$ cat src/hdl/aof_cfg.svh
// Constants for the converter output format block: register offsets, field positions,
// reset values and serial frame layout.
// Assumes it is included by bare name from the package and the design module.
`ifndef AOF_CFG_SVH
`define AOF_CFG_SVH
`define AOF_ADDR_RESET 7'h00
`define AOF_ADDR_MODE 7'h03
`define AOF_ADDR_FMT 7'h04
`define AOF_REG_RESET_VAL 8'h00
`define AOF_SWRST_BIT 7
`define AOF_TP_HI 5
`define AOF_TP_LO 3
`define AOF_ABP_BIT 2
`define AOF_SCR_BIT 1
`define AOF_SGN_BIT 0
`define AOF_MODE_HI 1
`define AOF_MODE_LO 0
`define AOF_FRAME_BITS 5'd16
`define AOF_CHECKER_A 17'h15555
`define AOF_ODD_MASK 16'haaaa
`endif

$ cat src/hdl/aof_pkg.sv
// Types for the converter output format block.
// Assumes the constants header sits on the include path.
`include "aof_cfg.svh"
package aof_pkg;
   typedef enum logic [2:0] {
      AOF_TP_OFF = 3'h0,
      AOF_TP_ZERO = 3'h1,
      AOF_TP_ONE = 3'h3,
      AOF_TP_CHECK = 3'h5,
      AOF_TP_ALT = 3'h7
   } aof_tp_t;
   typedef enum logic [1:0] {
      AOF_OUT_FULL_SE = 2'h0,
      AOF_OUT_DDR_DIFF = 2'h1,
      AOF_OUT_DDR_SE = 2'h2
   } aof_mode_t;
   typedef enum logic [2:0] {
      AOF_SP_IDLE = 3'b001,
      AOF_SP_SHIFT = 3'b010,
      AOF_SP_DONE = 3'b100
   } aof_sp_t;
endpackage
$ cat src/hdl/aof_format.sv
// Converter output format block: serial control port, format register and output formatter.
// Assumes a sample source on clk_sys with valid/ready, and capture logic downstream that
// can stall; serial port pins come from another domain and are synchronised here.
// Notes on behaviour
// - Two-bit output signalling field selects full rate, DDR differential or DDR single-ended.
// - Format register at address 04h holds pattern, polarity, scramble and sign bits.
// - Pattern selector 000 passes ordinary conversion results.
// - Selector 001 drives all output bits zero; 011 drives all bits one.
// - Selector 101 alternates overrange plus sample between checkerboard and its complement.
// - Selector 111 alternates overrange plus sample between all zeros and all ones.
// - Alternate polarity bit enables the mode and forces offset binary coding.
// - Scramble bit turns on output data randomisation; clear passes bits plain.
// - Sign select chooses offset binary or two's complement unless polarity overrides.
// - Software reset clears all mode registers to 00h.
// - Each access is sixteen serial bits: read flag, seven address bits, eight data bits.
`timescale 1ns/1ps
`default_nettype none
`include "aof_cfg.svh"
module aof_format (
   // Clock and reset.
   input wire logic clk_sys,
   input wire logic rstn,
   // Serial control port pins.
   input wire logic spi_cs_n,
   input wire logic spi_sck,
   input wire logic spi_sdi,
   output logic spi_sdo_o,
   output logic spi_sdo_oe,
   // Raw sample input, offset binary from the core.
   input wire logic in_valid,
   output logic in_ready,
   input wire logic [15:0] in_sample_bits,
   input wire logic in_overrange_flag,
   // Formatted output to capture logic.
   output logic out_valid,
   input wire logic out_ready,
   output logic [15:0] out_sample_bits,
   output logic out_overrange_flag,
   // Output signalling mode for the pad drivers.
   output aof_pkg::aof_mode_t output_signalling_select
);
   import aof_pkg::*;

   logic [1:0] cs_sync_q, sdi_sync_q;
   logic [2:0] sck_sync_q;
   logic cs_n, sck_rise;
   aof_sp_t sp_q;
   logic [4:0] bit_cnt_q;
   logic [14:0] shift_q;
   logic rw_q;
   logic [7:0] rd_q;
   logic [7:0] mode_reg_q, fmt_reg_q;
   logic wr_stb;
   logic [2:0] test_pattern_select;
   logic alt_polarity_enable, scramble_enable, signed_format_select;
   logic phase_q;
   logic [16:0] word;
   logic [16:0] buf_q [0:1];
   logic [1:0] cnt_q;
   logic wr_ptr_q, rd_ptr_q;
   logic push, pop;

   // Two flops on each pin; only the serial clock has a third stage, for its edge detector.
   always_ff @(posedge clk_sys) begin
      if (!rstn) begin
         cs_sync_q <= 2'h3;
         sck_sync_q <= 3'h0;
         sdi_sync_q <= 2'h0;
      end else begin
         cs_sync_q <= {cs_sync_q[0], spi_cs_n};
         sck_sync_q <= {sck_sync_q[1:0], spi_sck};
         sdi_sync_q <= {sdi_sync_q[0], spi_sdi};
      end
   end
   assign cs_n = cs_sync_q[1];
   assign sck_rise = sck_sync_q[1] & ~sck_sync_q[2];

   // Frame sequencer: edges after the sixteenth are ignored until select rises.
   always_ff @(posedge clk_sys) begin
      if (!rstn) begin
         sp_q <= AOF_SP_IDLE;
         bit_cnt_q <= 5'h0;
         shift_q <= 15'h0;
      end else if (cs_n) begin
         sp_q <= AOF_SP_IDLE;
         bit_cnt_q <= 5'h0;
      end else begin
         unique case (sp_q)
            AOF_SP_IDLE: begin
               sp_q <= AOF_SP_SHIFT;
            end
            AOF_SP_SHIFT: begin
               if (sck_rise) begin
                  shift_q <= {shift_q[13:0], sdi_sync_q[1]};
                  bit_cnt_q <= bit_cnt_q + 5'h1;
                  if (bit_cnt_q == `AOF_FRAME_BITS - 5'h1) begin
                     sp_q <= AOF_SP_DONE;
                  end
               end
            end
            AOF_SP_DONE: begin
               sp_q <= AOF_SP_DONE;
            end
         endcase
      end
   end

   // A write commits once, when the sixteenth bit has landed and the read flag is low.
   assign wr_stb = (sp_q == AOF_SP_SHIFT) && sck_rise && !cs_n &&
                   (bit_cnt_q == `AOF_FRAME_BITS - 5'h1) && !shift_q[14];

   // Mode registers; the reset command returns all of them to zero at once.
   always_ff @(posedge clk_sys) begin
      if (!rstn) begin
         mode_reg_q <= `AOF_REG_RESET_VAL;
         fmt_reg_q <= `AOF_REG_RESET_VAL;
      end else if (wr_stb) begin
         if (shift_q[13:7] == `AOF_ADDR_RESET && shift_q[6]) begin
            mode_reg_q <= `AOF_REG_RESET_VAL;
            fmt_reg_q <= `AOF_REG_RESET_VAL;
         end else if (shift_q[13:7] == `AOF_ADDR_MODE) begin
            mode_reg_q <= {shift_q[6:0], sdi_sync_q[1]};
         end else if (shift_q[13:7] == `AOF_ADDR_FMT) begin
            fmt_reg_q <= {shift_q[6:0], sdi_sync_q[1]};
         end
      end
   end

   // Read data is loaded after the address byte and shifted out on each later clock edge.
   always_ff @(posedge clk_sys) begin
      if (!rstn || cs_n) begin
         rd_q <= 8'h0;
      end else if (sp_q == AOF_SP_SHIFT && sck_rise) begin
         if (bit_cnt_q == 5'd7) begin
            unique case ({shift_q[5:0], sdi_sync_q[1]})
               `AOF_ADDR_MODE: rd_q <= mode_reg_q;
               `AOF_ADDR_FMT: rd_q <= fmt_reg_q;
               default: rd_q <= 8'h0;
            endcase
         end else begin
            rd_q <= {rd_q[6:0], 1'b0};
         end
      end
   end
   // The read flag is kept from the first rising edge, since the shifter only holds it
   // at its top bit once the fifteenth bit has landed.
   always_ff @(posedge clk_sys) begin
      if (!rstn || cs_n) begin
         rw_q <= 1'b0;
      end else if (sp_q == AOF_SP_SHIFT && sck_rise && bit_cnt_q == 5'h0) begin
         rw_q <= sdi_sync_q[1];
      end
   end

   // Open drain: pull low only for zero bits of a read's data phase.
   assign spi_sdo_o = 1'b0;
   assign spi_sdo_oe = !cs_n && rw_q && (bit_cnt_q >= 5'd8) &&
                       (sp_q == AOF_SP_SHIFT) && !rd_q[7];

   // Field decode; code 11 of the mode field falls back to full rate.
   always_comb begin
      unique case (mode_reg_q[`AOF_MODE_HI:`AOF_MODE_LO])
         2'h1: output_signalling_select = AOF_OUT_DDR_DIFF;
         2'h2: output_signalling_select = AOF_OUT_DDR_SE;
         default: output_signalling_select = AOF_OUT_FULL_SE;
      endcase
   end
   assign test_pattern_select = fmt_reg_q[`AOF_TP_HI:`AOF_TP_LO];
   assign alt_polarity_enable = fmt_reg_q[`AOF_ABP_BIT];
   assign scramble_enable = fmt_reg_q[`AOF_SCR_BIT];
   assign signed_format_select = fmt_reg_q[`AOF_SGN_BIT];

   // Pattern phase toggles once per accepted word so the pattern alternates per word.
   always_ff @(posedge clk_sys) begin
      if (!rstn) begin
         phase_q <= 1'b0;
      end else if (push) begin
         phase_q <= ~phase_q;
      end
   end

   // Word builder; unused selector codes are left to the host to avoid and pass data.
   always_comb begin
      logic [15:0] s;
      s = in_sample_bits;
      if (signed_format_select && !alt_polarity_enable) begin
         s[15] = ~s[15];
      end
      if (alt_polarity_enable) begin
         s = s ^ `AOF_ODD_MASK;
      end
      if (scramble_enable) begin
         s[15:1] = s[15:1] ^ {15{s[0]}};
      end
      unique case (test_pattern_select)
         AOF_TP_ZERO: word = 17'h0;
         AOF_TP_ONE: word = 17'h1ffff;
         AOF_TP_CHECK: word = phase_q ? ~`AOF_CHECKER_A : `AOF_CHECKER_A;
         AOF_TP_ALT: word = {17{phase_q}};
         default: word = {in_overrange_flag, s};
      endcase
   end

   // Two-entry buffer so a stall by capture logic loses no word.
   assign in_ready = (cnt_q != 2'd2);
   assign push = in_valid && in_ready;
   assign out_valid = (cnt_q != 2'd0);
   assign pop = out_valid && out_ready;
   always_ff @(posedge clk_sys) begin
      if (!rstn) begin
         wr_ptr_q <= 1'b0;
         rd_ptr_q <= 1'b0;
         cnt_q <= 2'd0;
         buf_q[0] <= 17'h0;
         buf_q[1] <= 17'h0;
      end else begin
         if (push) begin
            buf_q[wr_ptr_q] <= word;
            wr_ptr_q <= ~wr_ptr_q;
         end
         if (pop) begin
            rd_ptr_q <= ~rd_ptr_q;
         end
         cnt_q <= cnt_q + {1'b0, push} - {1'b0, pop};
      end
   end
   assign out_overrange_flag = buf_q[rd_ptr_q][16];
   assign out_sample_bits = buf_q[rd_ptr_q][15:0];
endmodule
`default_nettype wire

$ cat config.mk
export PLATFORM = sky130hd
export DESIGN_NAME = aof_format
export DESIGN_NICKNAME = d
export VERILOG_FILES = /design/src/hdl/aof_pkg.sv /design/src/hdl/aof_format.sv
export VERILOG_INCLUDE_DIRS = /design/src /design/src/hdl
export SDC_FILE = /design/constraint.sdc
export NUM_CORES = 1
export LEC_CHECK = 0
export ABC_CLOCK_PERIOD_IN_PS = 2800
export BUFFER_PORTS_ARGS = -buffer_cell sky130_fd_sc_hd__clkbuf_2
export CAP_MARGIN = 40
export CORE_MARGIN = 2
export CORE_UTILIZATION = 55
export CTS_BUF_LIST = sky130_fd_sc_hd__clkbuf_8
export DETAILED_ROUTE_END_ITERATION = 12
export HOLD_SLACK_MARGIN = 0.15
export PLACE_DENSITY = 0.82
export SYNTH_ARGS = -nofsm -noshare
export SYNTH_HDL_FRONTEND = slang
export SYNTH_SLANG_ARGS = --single-unit
$ cat constraint.sdc
create_clock -name clk_sys -period 2.8 [get_ports clk_sys]
set_input_delay 0.28 -clock clk_sys [delete_from_list [all_inputs] [get_ports clk_sys]]
set_output_delay 0.28 -clock clk_sys [all_outputs]
set_load 0.01 [all_outputs]
**Yosys cells after proc, flatten, opt, wreduce, memory -nomap -nowiden**

Memory sizes are Yosys's and may differ from the RTL's. A register that Yosys moved wholly into a read port is not among the register bits.
Index checks and enable logic that the tools add are counted.

- Flip-flop bits (word level): 60
- Bits in latches: 0
- Bits in writable memories: 34
- Memory bits (read-only): 0
- Output and inout port bits: 23
- Word-level logic and storage cells: 104
- Memories: 1

- Add/sub/neg operators: 3
- Multipliers: 0
- Divide/modulo/power cells: 0
- Magnitude comparators: 1
- Eq/ne operators: 19
- Shifts and indexed selects: 0
- Muxes and demuxes: 25
- Bitwise logic cells: 10
- Reductions and logical operators: 31

Memory list:

| name | depth | width | rd ports | clocked after Yosys merged registers in | write ports | RTL line | text |
|---|---|---|---|---|---|---|---|
| buf_q | 2 | 17 | 1 | 1 | 2 | aof_format.sv:58 | `logic [16:0] buf_q [0:1];` |

Operator list:

| operator | count |
|---|---|
| case mux 17 bit (4 select lines) | 1 |
| 2-to-1 mux 8 bit | 6 |
| 2-to-1 mux 17 bit | 2 |
| OR reduction 17 bit | 1 |
| 2-to-1 mux 16 bit | 1 |
| case mux 8 bit (2 select lines) | 1 |
| 2-to-1 mux 15 bit | 1 |
| XOR 15 bit | 1 |
| equality test 7 x 2 -> 1 bit, second input constant | 2 |
| equality test 7 x 3 -> 1 bit, second input constant | 2 |
| logical AND 1 bit | 13 |
| equality test 3 bit, second input constant | 3 |
| 2-to-1 mux 1 bit | 9 |
| case mux 3 bit (3 select lines) | 1 |
| inequality test 2 bit, second input constant | 4 |
| NOT 8 bit | 1 |
| logical NOT 7 bit | 1 |
| NOT 1 bit | 7 |
| equality test 3 x 1 -> 1 bit, second input constant | 2 |
| equality test 3 x 2 -> 1 bit, second input constant | 2 |
| 2-to-1 mux 3 bit | 2 |
| AND reduction 2 bit | 3 |
| AND reduction 3 bit | 2 |
| nonzero test 2 bit | 3 |
| other kinds (14) | 18 |

**Depth between registers and ports, before layout**

Gate-level depths: netlist of run 1.

- Depth after elaboration: 9
- Depth in mapped cells: 8

**Least setup slack after synthesis of run 1**

OpenSTA, ideal clock, no wires.

- Path kind: register to register
- Start point: register cnt_q[0]
- End point: memory buf_q[0][0], enable pin
- Library setup time: 0.415 ns
- Data arrival time: 1.940 ns
- Data required time: 2.385 ns
- Path slack: 0.445 ns
- Stages on the path, launching flop included: 4
- Path buffers: 0
- Period minus slack after synthesis: 2.355 ns
- Cells stage by stage: dfxtp_1 nand2b_1 nand2_1 o21ai_0

RTL lines:

| item | RTL line | text |
|---|---|---|
| from (decl) | aof_format.sv:59 | `logic [1:0] cnt_q;` |
| from (signal assigned) | aof_format.sv:224 | `cnt_q <= cnt_q + {1'b0, push} - {1'b0, pop};` |
| to (decl) | aof_format.sv:58 |  |

**Worst setup path in the final report of run 1**

- Start point: register bit_cnt_q[0]
- End point: register mode_reg_q[4]

- Cells in the longest elaborated chain, start to end: 4

RTL lines:

| item | RTL line | text |
|---|---|---|
| from (decl) | aof_format.sv:48 | `logic [4:0] bit_cnt_q;` |
| from (signal assigned) | aof_format.sv:95 | `bit_cnt_q <= bit_cnt_q + 5'h1;` |
| equality test 5 x 4 -> 1 bit | aof_format.sv:110 | `` (bit_cnt_q == `AOF_FRAME_BITS - 5'h1) && !shift_q[14]; `` |
| logical AND 1 bit (2 in a row) | aof_format.sv:109 | `assign wr_stb = (sp_q == AOF_SP_SHIFT) && sck_rise && !cs_n &&` |
| AND reduction 2 bit (no source line) | - |  |
| to (signal assigned) | aof_format.sv:115 | `` mode_reg_q <= `AOF_REG_RESET_VAL; `` |
| to (signal assigned) | aof_format.sv:119 | `` mode_reg_q <= `AOF_REG_RESET_VAL; `` |
| to (signal assigned) | aof_format.sv:122 | `mode_reg_q <= {shift_q[6:0], sdi_sync_q[1]};` |
| to (decl) | aof_format.sv:52 | `logic [7:0] mode_reg_q, fmt_reg_q;` |

Every way passes these cells.
A chain may end at the register's enable or synchronous reset.

==> results of run 1 <==
-- power breakdown --
group | internal (mW) | total [mW] | switching (mW) | leakage, nW
sequential | 1.54 | 1.61 | 0.0687 | 0.854
clock | 0.496 | 0.954 | 0.458 | 0.104
combinational | 0.243 | 0.483 | 0.240 | 0.946
total | 2.28 | 3.05 | 0.767 | 1.90
-- routing by layer --
layer,vias to the layer above,track usage,share of wire
li1,1536,-,-
met1,1475,0.278,0.45
met2,90,0.359,0.49
met3,10,0.0274,0.047
met4,0,0.0845,0.013
met5,-,0,0
-- worst reg2reg max path, delay by kind of cell (launching register included) --
family	cells	cell delay (ps)
flip-flops	1	400
multiplexers	1	280
AND/OR/NAND/NOR	3	510
AO/OA/AOI/OAI	1	640
adder cells (fa/ha/maj)	2	390
-- stage by stage --
stage | instances | cell area (µm²) | setup WS [ps]
finish | 570 | 4970 | 511
CTS | 570 | 4970 | 517
floorplan | 422 | 4410 | 445
global placement | 551 | 4730 | 679
global route | 570 | 4970 | 347
detailed placement | 551 | 4730 | 568
-- cell families (layout without fill, tap and decap cells) --
| logic type | after synthesis | count (layout) | share of synthesized area |
|---|---|---|---|
| AO/OA/AOI/OAI | 50 | 50 | 0.0763 |
| XOR/XNOR | 24 | 24 | 0.0726 |
| adder cells (fa/ha/maj) | 5 | 5 | 0.0142 |
| buffers and inverters | 33 | 79 | 0.0301 |
| flip-flops | 95 | 95 | 0.508 |
| multiplexers | 41 | 41 | 0.0978 |
| other | 1 | 1 | 0.000850 |
| AND/OR/NAND/NOR | 173 | 173 | 0.200 |
-- cell usage after synthesis --
| master | instances |
|---|---|
| sky130_fd_sc_hd__clkbuf_1 | 22 |
| sky130_fd_sc_hd__dfxtp_1 | 61 |
| sky130_fd_sc_hd__or3_1 | 2 |
| sky130_fd_sc_hd__nand4_1 | 2 |
| sky130_fd_sc_hd__nor4b_4 | 1 |
| sky130_fd_sc_hd__o21ai_0 | 3 |
| sky130_fd_sc_hd__nand2b_1 | 10 |
| sky130_fd_sc_hd__nor2_1 | 39 |
| sky130_fd_sc_hd__buf_2 | 4 |
| sky130_fd_sc_hd__inv_1 | 5 |
| sky130_fd_sc_hd__and3_1 | 2 |
| sky130_fd_sc_hd__and3b_1 | 1 |
| sky130_fd_sc_hd__buf_1 | 1 |
| sky130_fd_sc_hd__nor2b_1 | 28 |
| sky130_fd_sc_hd__a211oi_1 | 8 |
| sky130_fd_sc_hd__nor4_1 | 2 |
| sky130_fd_sc_hd__xnor3_1 | 8 |
| sky130_fd_sc_hd__nand3_1 | 18 |
| sky130_fd_sc_hd__nor3b_1 | 3 |
| sky130_fd_sc_hd__a22oi_1 | 7 |
| sky130_fd_sc_hd__a21oi_1 | 23 |
| sky130_fd_sc_hd__conb_1 | 1 |
| sky130_fd_sc_hd__ha_1 | 5 |
| sky130_fd_sc_hd__edfxtp_1 | 34 |
| sky130_fd_sc_hd__xor2_1 | 5 |
| sky130_fd_sc_hd__a2bb2oi_1 | 6 |
| sky130_fd_sc_hd__nand2_1 | 49 |
| sky130_fd_sc_hd__nand4_2 | 1 |
| sky130_fd_sc_hd__buf_4 | 1 |
| sky130_fd_sc_hd__a21o_1 | 1 |
| sky130_fd_sc_hd__or2_2 | 1 |
| sky130_fd_sc_hd__a2111oi_4 | 1 |
| sky130_fd_sc_hd__mux2_2 | 17 |
| sky130_fd_sc_hd__nor3_1 | 1 |
| sky130_fd_sc_hd__a31oi_1 | 1 |
| sky130_fd_sc_hd__nor4bb_1 | 1 |
| sky130_fd_sc_hd__mux2i_1 | 24 |
| sky130_fd_sc_hd__nand4bb_1 | 1 |
| sky130_fd_sc_hd__xnor2_1 | 11 |
| sky130_fd_sc_hd__nand4b_1 | 2 |
| sky130_fd_sc_hd__and2_1 | 9 |
-- sequential cells by signal, indices dropped and copies added, names as in the netlist, named ones only --
signal and cells:
rd_q 8, shift_q 15, phase_q 1, sdi_sync_q 2, sp_q 3, bit_cnt_q 5
wr_ptr_q 1, buf_q 34, fmt_reg_q 8, sck_sync_q 3, rd_ptr_q 1, rw_q 1
mode_reg_q 8, cs_sync_q 2, cnt_q 2
-- timing repair --
action	in CTS	in global routing
setup endpoints to repair	0	0
resized for setup	0	0
hold buffers	3	0
hold endpoints to repair	3	0
-- worst paths after layout --
path	cells after the start	to	slack [ps]
setup / recovery	7	mode_reg_q[4]$_SDFFE_PN0P_	510
hold / removal	3	buf_q[0][16]$_SDFFCE_PN0P_	300
setup reg to reg	7	mode_reg_q[4]$_SDFFE_PN0P_	510
hold reg to reg	1	cs_sync_q[1]$_SDFF_PN1_	420
-- final cells by class --
cell class              count  area (µm²)  area share
well taps                 102         128      0.0257
flip-flops and latches     95        2240       0.451
repair buffers             58         330      0.0665
clock inverters             7        88.8      0.0179
clock buffers               9         124      0.0249
inverters                   5        18.8     0.00378
multi-input cells         294        2040       0.410
==> impl_metrics.env, run 1 <==
export IMPL_max_cap_violations=0
export IMPL_critical_path_max_fanout=8
export IMPL_synthTopCellsByArea="sky130_fd_sc_hd__dfxtp_1 28%, sky130_fd_sc_hd__edfxtp_1 23%, sky130_fd_sc_hd__mux2i_1 5.4%"
export IMPL_cts_root_to_sink_buffers=2
export IMPL_syn_instance_count=422
export IMPL_number_of_buffers_created_by_cts=9
export IMPL_post_dp_hpwl_mm=5.83
export IMPL_p_total_mw=3.05
export IMPL_area_growth_pct=12.6
export IMPL_dr_total_vias=3111
export IMPL_timing_max_transition_violations_final=0
export IMPL_grt_remaining_overflow=0
export IMPL_setup_worst_path_class="flip-flop to flip-flop"
export IMPL_core_footprint_um2=7770
export IMPL_rsz0062_at_grt="no"
export IMPL_post_dr_vias_cell=5.46
export IMPL_post_cts_buffers=0
export IMPL_rr_startpoint="bit_cnt_q[0]$_SDFFE_PP0P_"
export IMPL_hold_class="input pin to flip-flop"
export IMPL_powerDensity_nw_per_um2=614
export IMPL_report_final_hold_viol_count=0
export IMPL_synth_cell_type_count=41
export IMPL_timing_final_setup_violations=0
export IMPL_clk_insertion_delay_late_ps=360
export IMPL_share_of_layout_cells_above_drive_strength_1=0.192
export IMPL_synth_seq_area_share=0.508
export IMPL_die_area_um2=8750
export IMPL_first_pass_iteration_count_of_the_detailed_router=4
export IMPL_relSlewSlack=0.456
export IMPL_cts_root_buffer="sky130_fd_sc_hd__clkbuf_8"
export IMPL_wl_mm=8.61
export IMPL_cp_required_ps=3080
export IMPL_number_of_sinks_on_the_clock_net=95
export IMPL_critical_path_top_delay_family="compound AO/OA/AOI/OAI gates"
export IMPL_std_cell_rows=32
export IMPL_clk_skew_ps=12.6
export IMPL_antenna_diode_count=0
export IMPL_nets=492
export IMPL_syn_area_um2=4410
export IMPL_clock_tree_from_tritoncts="built"
export IMPL_start_util=0.568
export IMPL_run_status="finished clean"
export IMPL_crit_top_cell="sky130_fd_sc_hd__ha_1"
export IMPL_fillerInstances=637
export IMPL_timing_critical_path_slowest_stage_cell="sky130_fd_sc_hd__a2111oi_4"
export IMPL_worstMarginPinSlew_ps=815
export IMPL_clock_fmax_ghz=0.437
export IMPL_antenna_left=0
export IMPL_data_arrival_at_the_endpoint_of_the_critical_path_ps=2570
export IMPL_critical_path_startpoint="bit_cnt_q[0]$_SDFFE_PP0P_"
export IMPL_drt_wirelength_per_cell_um=15.1
export IMPL_grt_first_pass_wirelength_mm=14.5
export IMPL_synth_nets=451
export IMPL_setup_tns_ps=0
export IMPL_timing_critical_path_cells="ha_1, and3_1, ha_1, nor2b_1, nand4_2, a2111oi_4, mux2i_1"
export IMPL_hold_ws_ps=296
export IMPL_via_count_of_the_first_global_routing_pass=3081
export IMPL_critPathCaptureType="flip-flop"
export IMPL_finalCritPeriodShare=0.817
export IMPL_gpl_final_weighted_congestion=0.799
export IMPL_highest_count_cells_in_the_layout_ignoring_fill_and_taps="61 x sky130_fd_sc_hd__dfxtp_1, 49 x sky130_fd_sc_hd__nand2_1, 45 x sky130_fd_sc_hd__clkbuf_2"
export IMPL_avgSynthCellArea_um2=10.5
export IMPL_port_buffers=45
export IMPL_yosys_area_top_type="sky130_fd_sc_hd__dfxtp_1"
export IMPL_grt_start_max_net_pins=22
export IMPL_hp_start="in_overrange_flag"
export IMPL_number_of_top_level_pins=47
export IMPL_irDropWorstVdd_mv=0.457
export IMPL_grt_util_all_layers=0.212
export IMPL_synth_top_area_share=0.277
export IMPL_htreeDepth=3
export IMPL_route_detailed_drc=0
export IMPL_cp_slowest_stage_delay_ps=640
export IMPL_mostFrequentLayoutCell="sky130_fd_sc_hd__dfxtp_1"
export IMPL_critPathLaunchType="flip-flop"
export IMPL_ys_warnings_count=0
export IMPL_number_of_buffers_and_inverters_on_the_critical_path=0
export IMPL_chipWidth_um=93.6
export IMPL_finalCoreUtilization=0.640
export IMPL_synth_seq_cells=95
export IMPL_initialDrtViolationCount=164
export IMPL_grt_antenna_before_repair=0
export IMPL_clk_pin_slew_worst_paths_ps=90
export IMPL_die_height_um=93.6
export IMPL_cellLeakagePower_nw=1.90
export IMPL_final_period_minus_worst_setup_slack_ps=2290
Note: power is estimated with default switching activity, not from simulation.
==> inputs of run 2 (changes only) <==
ABC_AREA = 1   (was unset)
ABC_CLOCK_PERIOD_IN_PS = 1900   (was 2800)
PLACE_DENSITY = 0.85   (was 0.82)
clock period = 1.9 ns   (was 2.8 ns; I/O delays follow)
==> impl_metrics.env, run 2 <==
export IMPL_run_status="finished clean"
export IMPL_cp_required_ps=2170
export IMPL_std_cell_rows=33
export IMPL_hold_class="input pin to flip-flop"
export IMPL_cp_slowest_stage_delay_ps=350
export IMPL_clk_insertion_delay_late_ps=380
export IMPL_top_register="buf_q"
export IMPL_sw_frac_of_total=0.278
export IMPL_irDropWorstVdd_mv=0.487
export IMPL_synth_nets=588
export IMPL_power_combinational_fraction=0.163
export IMPL_grt_first_pass_wirelength_mm=15.7
export IMPL_globalRoute_busiestLayer="met2"
export IMPL_grt_util_all_layers=0.221
export IMPL_synth_seq_area_share=0.491
export IMPL_via_count_of_the_first_global_routing_pass=3584
export IMPL_clk_pin_slew_worst_paths_ps=100
export IMPL_worstMarginPinSlew_ps=671
export IMPL_core_footprint_um2=8130
export IMPL_die_height_um=95.1
export IMPL_grt_antenna_before_repair=0
export IMPL_route_detailed_drc=0
export IMPL_setup_tns_ps=0
export IMPL_globalRouteMet3Util=0.0340
export IMPL_ys_warnings_count=0
export IMPL_layout_top_registers="buf_q x34, shift_q x15"
export IMPL_synth_top_area_share=0.268
export IMPL_final_period_minus_worst_setup_slack_ps=1790
export IMPL_p_total_mw=4.46
export IMPL_gpl_final_weighted_congestion=0.897
export IMPL_htreeDepth=3
export IMPL_number_of_buffers_created_by_cts=9
export IMPL_layoutNonFillerInstCount=719
export IMPL_power_frac_clock=0.320
export IMPL_placedInstanceArea_um2=4850
export IMPL_clock_fmax_ghz=0.560
export IMPL_hold_ws_ps=164
export IMPL_start_util=0.561
export IMPL_total_internal_power_mw=3.22
export IMPL_seq_power_share=0.517
export IMPL_syn_area_um2=4560
export IMPL_ys_top_cells_by_count="99 x sky130_fd_sc_hd__nand2_1, 94 x sky130_fd_sc_hd__nor2_1, 61 x sky130_fd_sc_hd__dfxtp_1, 51 x sky130_fd_sc_hd__a21oi_1, 49 x sky130_fd_sc_hd__inv_1"
export IMPL_clock_tree_from_tritoncts="built"
export IMPL_fraction_of_met2_tracks_used_by_global_routing=0.401
export IMPL_share_of_layout_cells_above_drive_strength_1=0.210
export IMPL_initialDrtViolationCount=177
export IMPL_number_of_sinks_on_the_clock_net=95
export IMPL_finalCritPeriodShare=0.940
export IMPL_max_cap_violations=0
export IMPL_data_arrival_at_the_endpoint_of_the_critical_path_ps=2050
export IMPL_post_place_cells=696
export IMPL_timing_final_setup_violations=0
export IMPL_avgSynthCellArea_um2=8.16
export IMPL_clk_skew_ps=13.0
export IMPL_antenna_diode_count=0
export IMPL_rsz0062_at_grt="no"
export IMPL_number_of_buffers_and_inverters_on_the_critical_path=3
export IMPL_post_dp_hpwl_mm=6.55
export IMPL_nets=638
export IMPL_largest_register_ffs=34
export IMPL_yosys_area_top_type="sky130_fd_sc_hd__dfxtp_1"
export IMPL_use_met1=0.261
export IMPL_cts_root_buffer="sky130_fd_sc_hd__clkbuf_8"
export IMPL_critPathCaptureType="flip-flop"
export IMPL_area_growth_pct=13.2
export IMPL_mostFrequentLayoutCell="sky130_fd_sc_hd__nand2_1"
export IMPL_first_pass_iteration_count_of_the_detailed_router=4
export IMPL_cts_root_to_sink_buffers=2
export IMPL_chipWidth_um=95.1
export IMPL_dr_total_vias=3817
export IMPL_highest_count_cells_in_the_layout_ignoring_fill_and_taps="99 x sky130_fd_sc_hd__nand2_1, 93 x sky130_fd_sc_hd__nor2_1, 59 x sky130_fd_sc_hd__dfxtp_1"
export IMPL_synth_async_reset_ratio=0
export IMPL_syn_instance_count=559
export IMPL_cellLeakagePower_nw=2.27
export IMPL_critPathLaunchType="flip-flop"
export IMPL_grt_start_max_net_pins=37
export IMPL_critical_path_max_fanout=5
export IMPL_relSlewSlack=0.550
export IMPL_timing_critical_path_cells="ha_2, inv_1, nor3_2, ha_2, nand2_1, nand3b_4, inv_4, buf_4, nand3_1, nand2_1, nor2_1"
export IMPL_synth_enable_flop_cells=34
export IMPL_synth_cell_type_count=37
export IMPL_ys_flop_type="sky130_fd_sc_hd__dfxtp_1"
export IMPL_synthMostInstantiatedCell="sky130_fd_sc_hd__nand2_1"
export IMPL_critical_path_top_delay_family="simple AND/OR/NAND/NOR gates"
export IMPL_powerDensity_nw_per_um2=863
export IMPL_setup_worst_path_class="flip-flop to flip-flop"
export IMPL_antenna_left=0
export IMPL_timing_max_transition_violations_final=0
export IMPL_grt_remaining_overflow=0
export IMPL_wl_mm=9.62
export IMPL_synthTopCellsByArea="sky130_fd_sc_hd__dfxtp_1 27%, sky130_fd_sc_hd__edfxtp_1 22%, sky130_fd_sc_hd__nand2_1 8.1%"
export IMPL_post_dr_vias_cell=5.31
export IMPL_number_of_top_level_pins=47
export IMPL_die_area_um2=9040
export IMPL_port_buffers=45
export IMPL_switching_power_mw=1.24
export IMPL_timing_critical_path_slowest_stage_cell="sky130_fd_sc_hd__dfxtp_2"
export IMPL_synth_seq_cells=95
export IMPL_layout_cell_area_non_filler_um2=5170
export IMPL_report_final_hold_viol_count=0
export IMPL_drt_wirelength_per_cell_um=13.4
run 2: changes by cell type after synthesis, moves of 11 or more:
cell                       change
sky130_fd_sc_hd__o21ai_0      +33
sky130_fd_sc_hd__a21oi_1      +28
sky130_fd_sc_hd__nor2_1       +55
sky130_fd_sc_hd__mux2i_1      -24
sky130_fd_sc_hd__nand2_1      +50
sky130_fd_sc_hd__inv_1        +44
sky130_fd_sc_hd__nand3_1      +19
sky130_fd_sc_hd__xnor2_1      -11
sky130_fd_sc_hd__clkbuf_1     -19
sky130_fd_sc_hd__nor2b_1      -28
run 2: repair_timing:
action,4_1_cts,5_1_grt
hold buffers,4,0
pin swaps,1,3
gates cloned,0,1
buffers inserted,1,1
setup endpoints to repair,2,17
gates resized for setup,2,11
hold endpoints to repair,4,0
run 2: final cells by class:
cell class	instances	area, µm²
clock inverter	7	85.1
tap	105	131
clock buffer	9	124
multi-input combinational	389	2020
sequential	95	2240
inverter	52	198
timing repair buffer	62	367
fill	697	2970
run 2: routing by layer:
| metal | part of all wire | wire, µm | up-vias |
|---|---|---|---|
| li1 | - | - | 1918 |
| met1 | 0.41 | 3980 | 1771 |
| met2 | 0.50 | 4860 | 110 |
| met3 | 0.061 | 589 | 18 |
| met4 | 0.020 | 191 | 0 |
| met5 | 0 | 0 | - |
run 2: power groups by stage:
| stage | Combinational, mW | Clock (mW) | Sequential, mW |
|---|---|---|---|
| final | 0.727 | 1.43 | 2.31 |
| after global routing | 0.809 | 1.51 | 2.32 |
| after CTS | 0.725 | 1.43 | 2.31 |
| after detailed placement | 0.713 | 0 | 2.36 |
| after global placement | 0.687 | 0 | 2.35 |
| after floorplan | 0.479 | 0 | 2.34 |
run 2: final timing paths:
kind	start	endpoint	slack, ps	depth (start not counted)
hold reg to reg	sck_sync_q[0]$_SDFF_PN0_	sck_sync_q[1]$_SDFF_PN0_	420	2
hold / removal	out_ready	rd_ptr_q$_SDFFE_PN0P_	160	4
setup reg to reg	bit_cnt_q[1]$_SDFFE_PP0P_	mode_reg_q[3]$_SDFFE_PN0P_	110	11
setup / recovery	bit_cnt_q[1]$_SDFFE_PP0P_	mode_reg_q[3]$_SDFFE_PN0P_	110	11
run 2: worst reg2reg max path: cells and delay by family, from the launching register on:
family | cells | cell delay, ps
AND/OR/NAND/NOR | 6 | 610
flip-flops | 1 | 350
buffers and inverters | 3 | 310
adder cells (fa/ha/maj) | 2 | 410
run 2: cell families (layout without fill, tap and decap cells):
group,after synthesis,after routing,synth area share
and+or+nand+nor,263,264,0.254
DFF,95,95,0.491
AOI/OAI and AO/OA,93,93,0.105
buffers and inverters,76,130,0.0760
muxes,17,17,0.0420
xor gates and xnor gates,9,9,0.0173
adders and majority gates,5,5,0.0137
other,1,1,0.000822
run 2: per-stage QoR:
stage	util	setup WS [ps]
2_1_floorplan	-	111
3_3_place_gp	0.596	146
3_5_place_dp	0.596	8.68
4_1_cts	0.629	50.3
5_1_grt	0.635	2.64
6_report	0.635	114
==> inputs of run 3 (changes only) <==
PLACE_DENSITY = 0.78   (was 0.85)
==> impl_metrics.env, run 3 (synthesized netlist as in run 2, its figures left out) <==
export IMPL_finalCritPeriodShare=0.922
export IMPL_hold_path_endpoint="buf_q[1][16]$_SDFFCE_PN0P_"
export IMPL_setup_ws_post_layout_ps=148
export IMPL_setup_worst_path_class="flip-flop to flip-flop"
export IMPL_first_pass_iteration_count_of_the_detailed_router=7
export IMPL_clock_fmax_ghz=0.571
export IMPL_grt_remaining_overflow=0
export IMPL_sequential_cell_area_um2=2240
export IMPL_met1Wirelength_mm=3.94
export IMPL_initialDrtViolationCount=159
export IMPL_gpl_final_weighted_congestion=0.850
export IMPL_max_cap_violations=0
export IMPL_layout_cell_area_non_filler_um2=5120
export IMPL_irDropWorstVdd_mv=0.481
export IMPL_report_final_hold_viol_count=0
export IMPL_detailedPlace_worstSlack_ps=-20.5
export IMPL_p_total_mw=4.27
export IMPL_relSlewSlack=0.582
export IMPL_die_area_um2=9040
export IMPL_final_period_minus_worst_setup_slack_ps=1750
export IMPL_clock_tree_from_tritoncts="built"
export IMPL_layout_top_registers="buf_q x34, shift_q x15"
export IMPL_cts_root_buffer="sky130_fd_sc_hd__clkbuf_8"
export IMPL_critPathLaunchType="flip-flop"
export IMPL_rsz0062_at_grt="no"
export IMPL_htreeDepth=3
export IMPL_mostFrequentLayoutCell="sky130_fd_sc_hd__nand2_1"
export IMPL_nets=637
export IMPL_run_status="finished clean"
export IMPL_cts_root_to_sink_buffers=2
export IMPL_largest_register_ffs=34
export IMPL_setup_tns_ps=0
export IMPL_area_growth_pct=12.3
export IMPL_critPathCaptureType="flip-flop"
export IMPL_highest_signal_layer="met4"
export IMPL_timing_hold_worst_path_depth=3
export IMPL_antenna_diode_count=0
export IMPL_die_height_um=95.1
export IMPL_via_count_of_the_first_global_routing_pass=3571
export IMPL_hp_start="in_overrange_flag"
export IMPL_layoutNonFillerInstCount=718
export IMPL_timing_max_transition_violations_final=0
export IMPL_reg2reg_depth=9
export IMPL_dr_total_vias=3779
export IMPL_drt_wirelength_per_cell_um=13.1
export IMPL_met2_wirelength_mm=4.75
export IMPL_data_arrival_at_the_endpoint_of_the_critical_path_ps=2020
export IMPL_start_util=0.561
export IMPL_route_detailed_drc=0
export IMPL_std_cell_rows=33
export IMPL_cp_required_ps=2170
export IMPL_top_register="buf_q"
export IMPL_finalCoreUtilization=0.630
export IMPL_grt_start_max_net_pins=38
export IMPL_timing_final_setup_violations=0
export IMPL_grt_antenna_before_repair=0
export IMPL_number_of_buffers_created_by_cts=9
export IMPL_critical_path_reg2reg_endpoint="cnt_q[1]$_SDFF_PN0_"
export IMPL_clk_pin_slew_worst_paths_ps=100
export IMPL_number_of_sinks_on_the_clock_net=95
export IMPL_rr_startpoint="cnt_q[1]$_SDFF_PN0_"
export IMPL_post_place_cells=697
export IMPL_share_of_layout_cells_above_drive_strength_1=0.206
export IMPL_cellLeakagePower_nw=2.23
export IMPL_post_dp_hpwl_mm=6.60
export IMPL_grt_util_all_layers=0.216
export IMPL_highest_count_cells_in_the_layout_ignoring_fill_and_taps="99 x sky130_fd_sc_hd__nand2_1, 94 x sky130_fd_sc_hd__nor2_1, 59 x sky130_fd_sc_hd__dfxtp_1"
export IMPL_core_footprint_um2=8130
export IMPL_clk_insertion_delay_late_ps=380
export IMPL_antenna_left=0
export IMPL_port_buffers=45
export IMPL_met3RoutedLength_um=499
export IMPL_number_of_top_level_pins=47
export IMPL_wl_mm=9.42
export IMPL_chipWidth_um=95.1
export IMPL_hold_ws_ps=165
export IMPL_post_dr_vias_cell=5.26
export IMPL_reg2reg_slack_ps=150
export IMPL_grt_first_pass_wirelength_mm=15.1
export IMPL_powerDensity_nw_per_um2=832
export IMPL_area_taken_by_multi_input_logic_gates_um2=2000
export IMPL_clk_skew_ps=15.0
export IMPL_fillerInstances=702
export IMPL_critical_path_max_fanout=4
export IMPL_hold_class="input pin to flip-flop"
export IMPL_worstMarginPinSlew_ps=624
export IMPL_placedInstanceArea_um2=4870
-- run 3: worst max-delay path by stage --
stage | start | to | slack, ps
3_3_place_gp | bit_cnt_q[0]$_SDFFE_PP0P_ | fmt_reg_q[2]$_SDFFE_PN0P_ | 130
6_report | cnt_q[1]$_SDFF_PN0_ | cnt_q[1]$_SDFF_PN0_ | 150
2_1_floorplan | cnt_q[0]$_SDFF_PN0_ | buf_q[0][0]$_SDFFCE_PN0P_ | 110
5_1_grt | bit_cnt_q[0]$_SDFFE_PP0P_ | fmt_reg_q[0]$_SDFFE_PN0P_ | 10
4_1_cts | bit_cnt_q[1]$_SDFFE_PP0P_ | fmt_reg_q[2]$_SDFFE_PN0P_ | 10
3_5_place_dp | bit_cnt_q[1]$_SDFFE_PP0P_ | fmt_reg_q[2]$_SDFFE_PN0P_ | -20
-- run 3: metal layers --
metal	vias to the layer above	track usage
met5	-	0
met3	18	0.0364
li1	1916	-
met4	0	0.112
met2	107	0.394
met1	1738	0.240
-- run 3: layout make-up --
type                    count  share of cell area
well taps                 105              0.0256
multi-input cells         388               0.390
clock buffers               9              0.0242
repair buffers             62              0.0732
clock inverters             7              0.0107
inverters                  52              0.0386
flip-flops and latches     95               0.438
-- run 3: power by group --
part | switching [mW] | internal, mW | total, mW
Clock | 0.754 | 0.487 | 1.24
Sequential | 0.0500 | 2.26 | 2.31
Combinational | 0.398 | 0.318 | 0.716
-- run 3: timing repair --
| item | in CTS | in global routing |
|---|---|---|
| gates resized for setup | 2 | 6 |
| pin swaps | 1 | 1 |
| endpoints found under the setup margin | 1 | 15 |
| buffers inserted | 0 | 1 |
| endpoints found under the hold margin | 5 | 0 |
| hold buffers | 4 | 0 |
-- run 3: worst max-delay path: stages, from the launching register on --
cell                      delay [ps]
sky130_fd_sc_hd__dfxtp_1         340
sky130_fd_sc_hd__or2_2           320
sky130_fd_sc_hd__nand2_1          70
sky130_fd_sc_hd__inv_1            70
sky130_fd_sc_hd__ha_1            280
sky130_fd_sc_hd__inv_1            40
sky130_fd_sc_hd__ha_1            180
sky130_fd_sc_hd__xor2_1          150
sky130_fd_sc_hd__o21ai_0         150
sky130_fd_sc_hd__a21oi_1          50
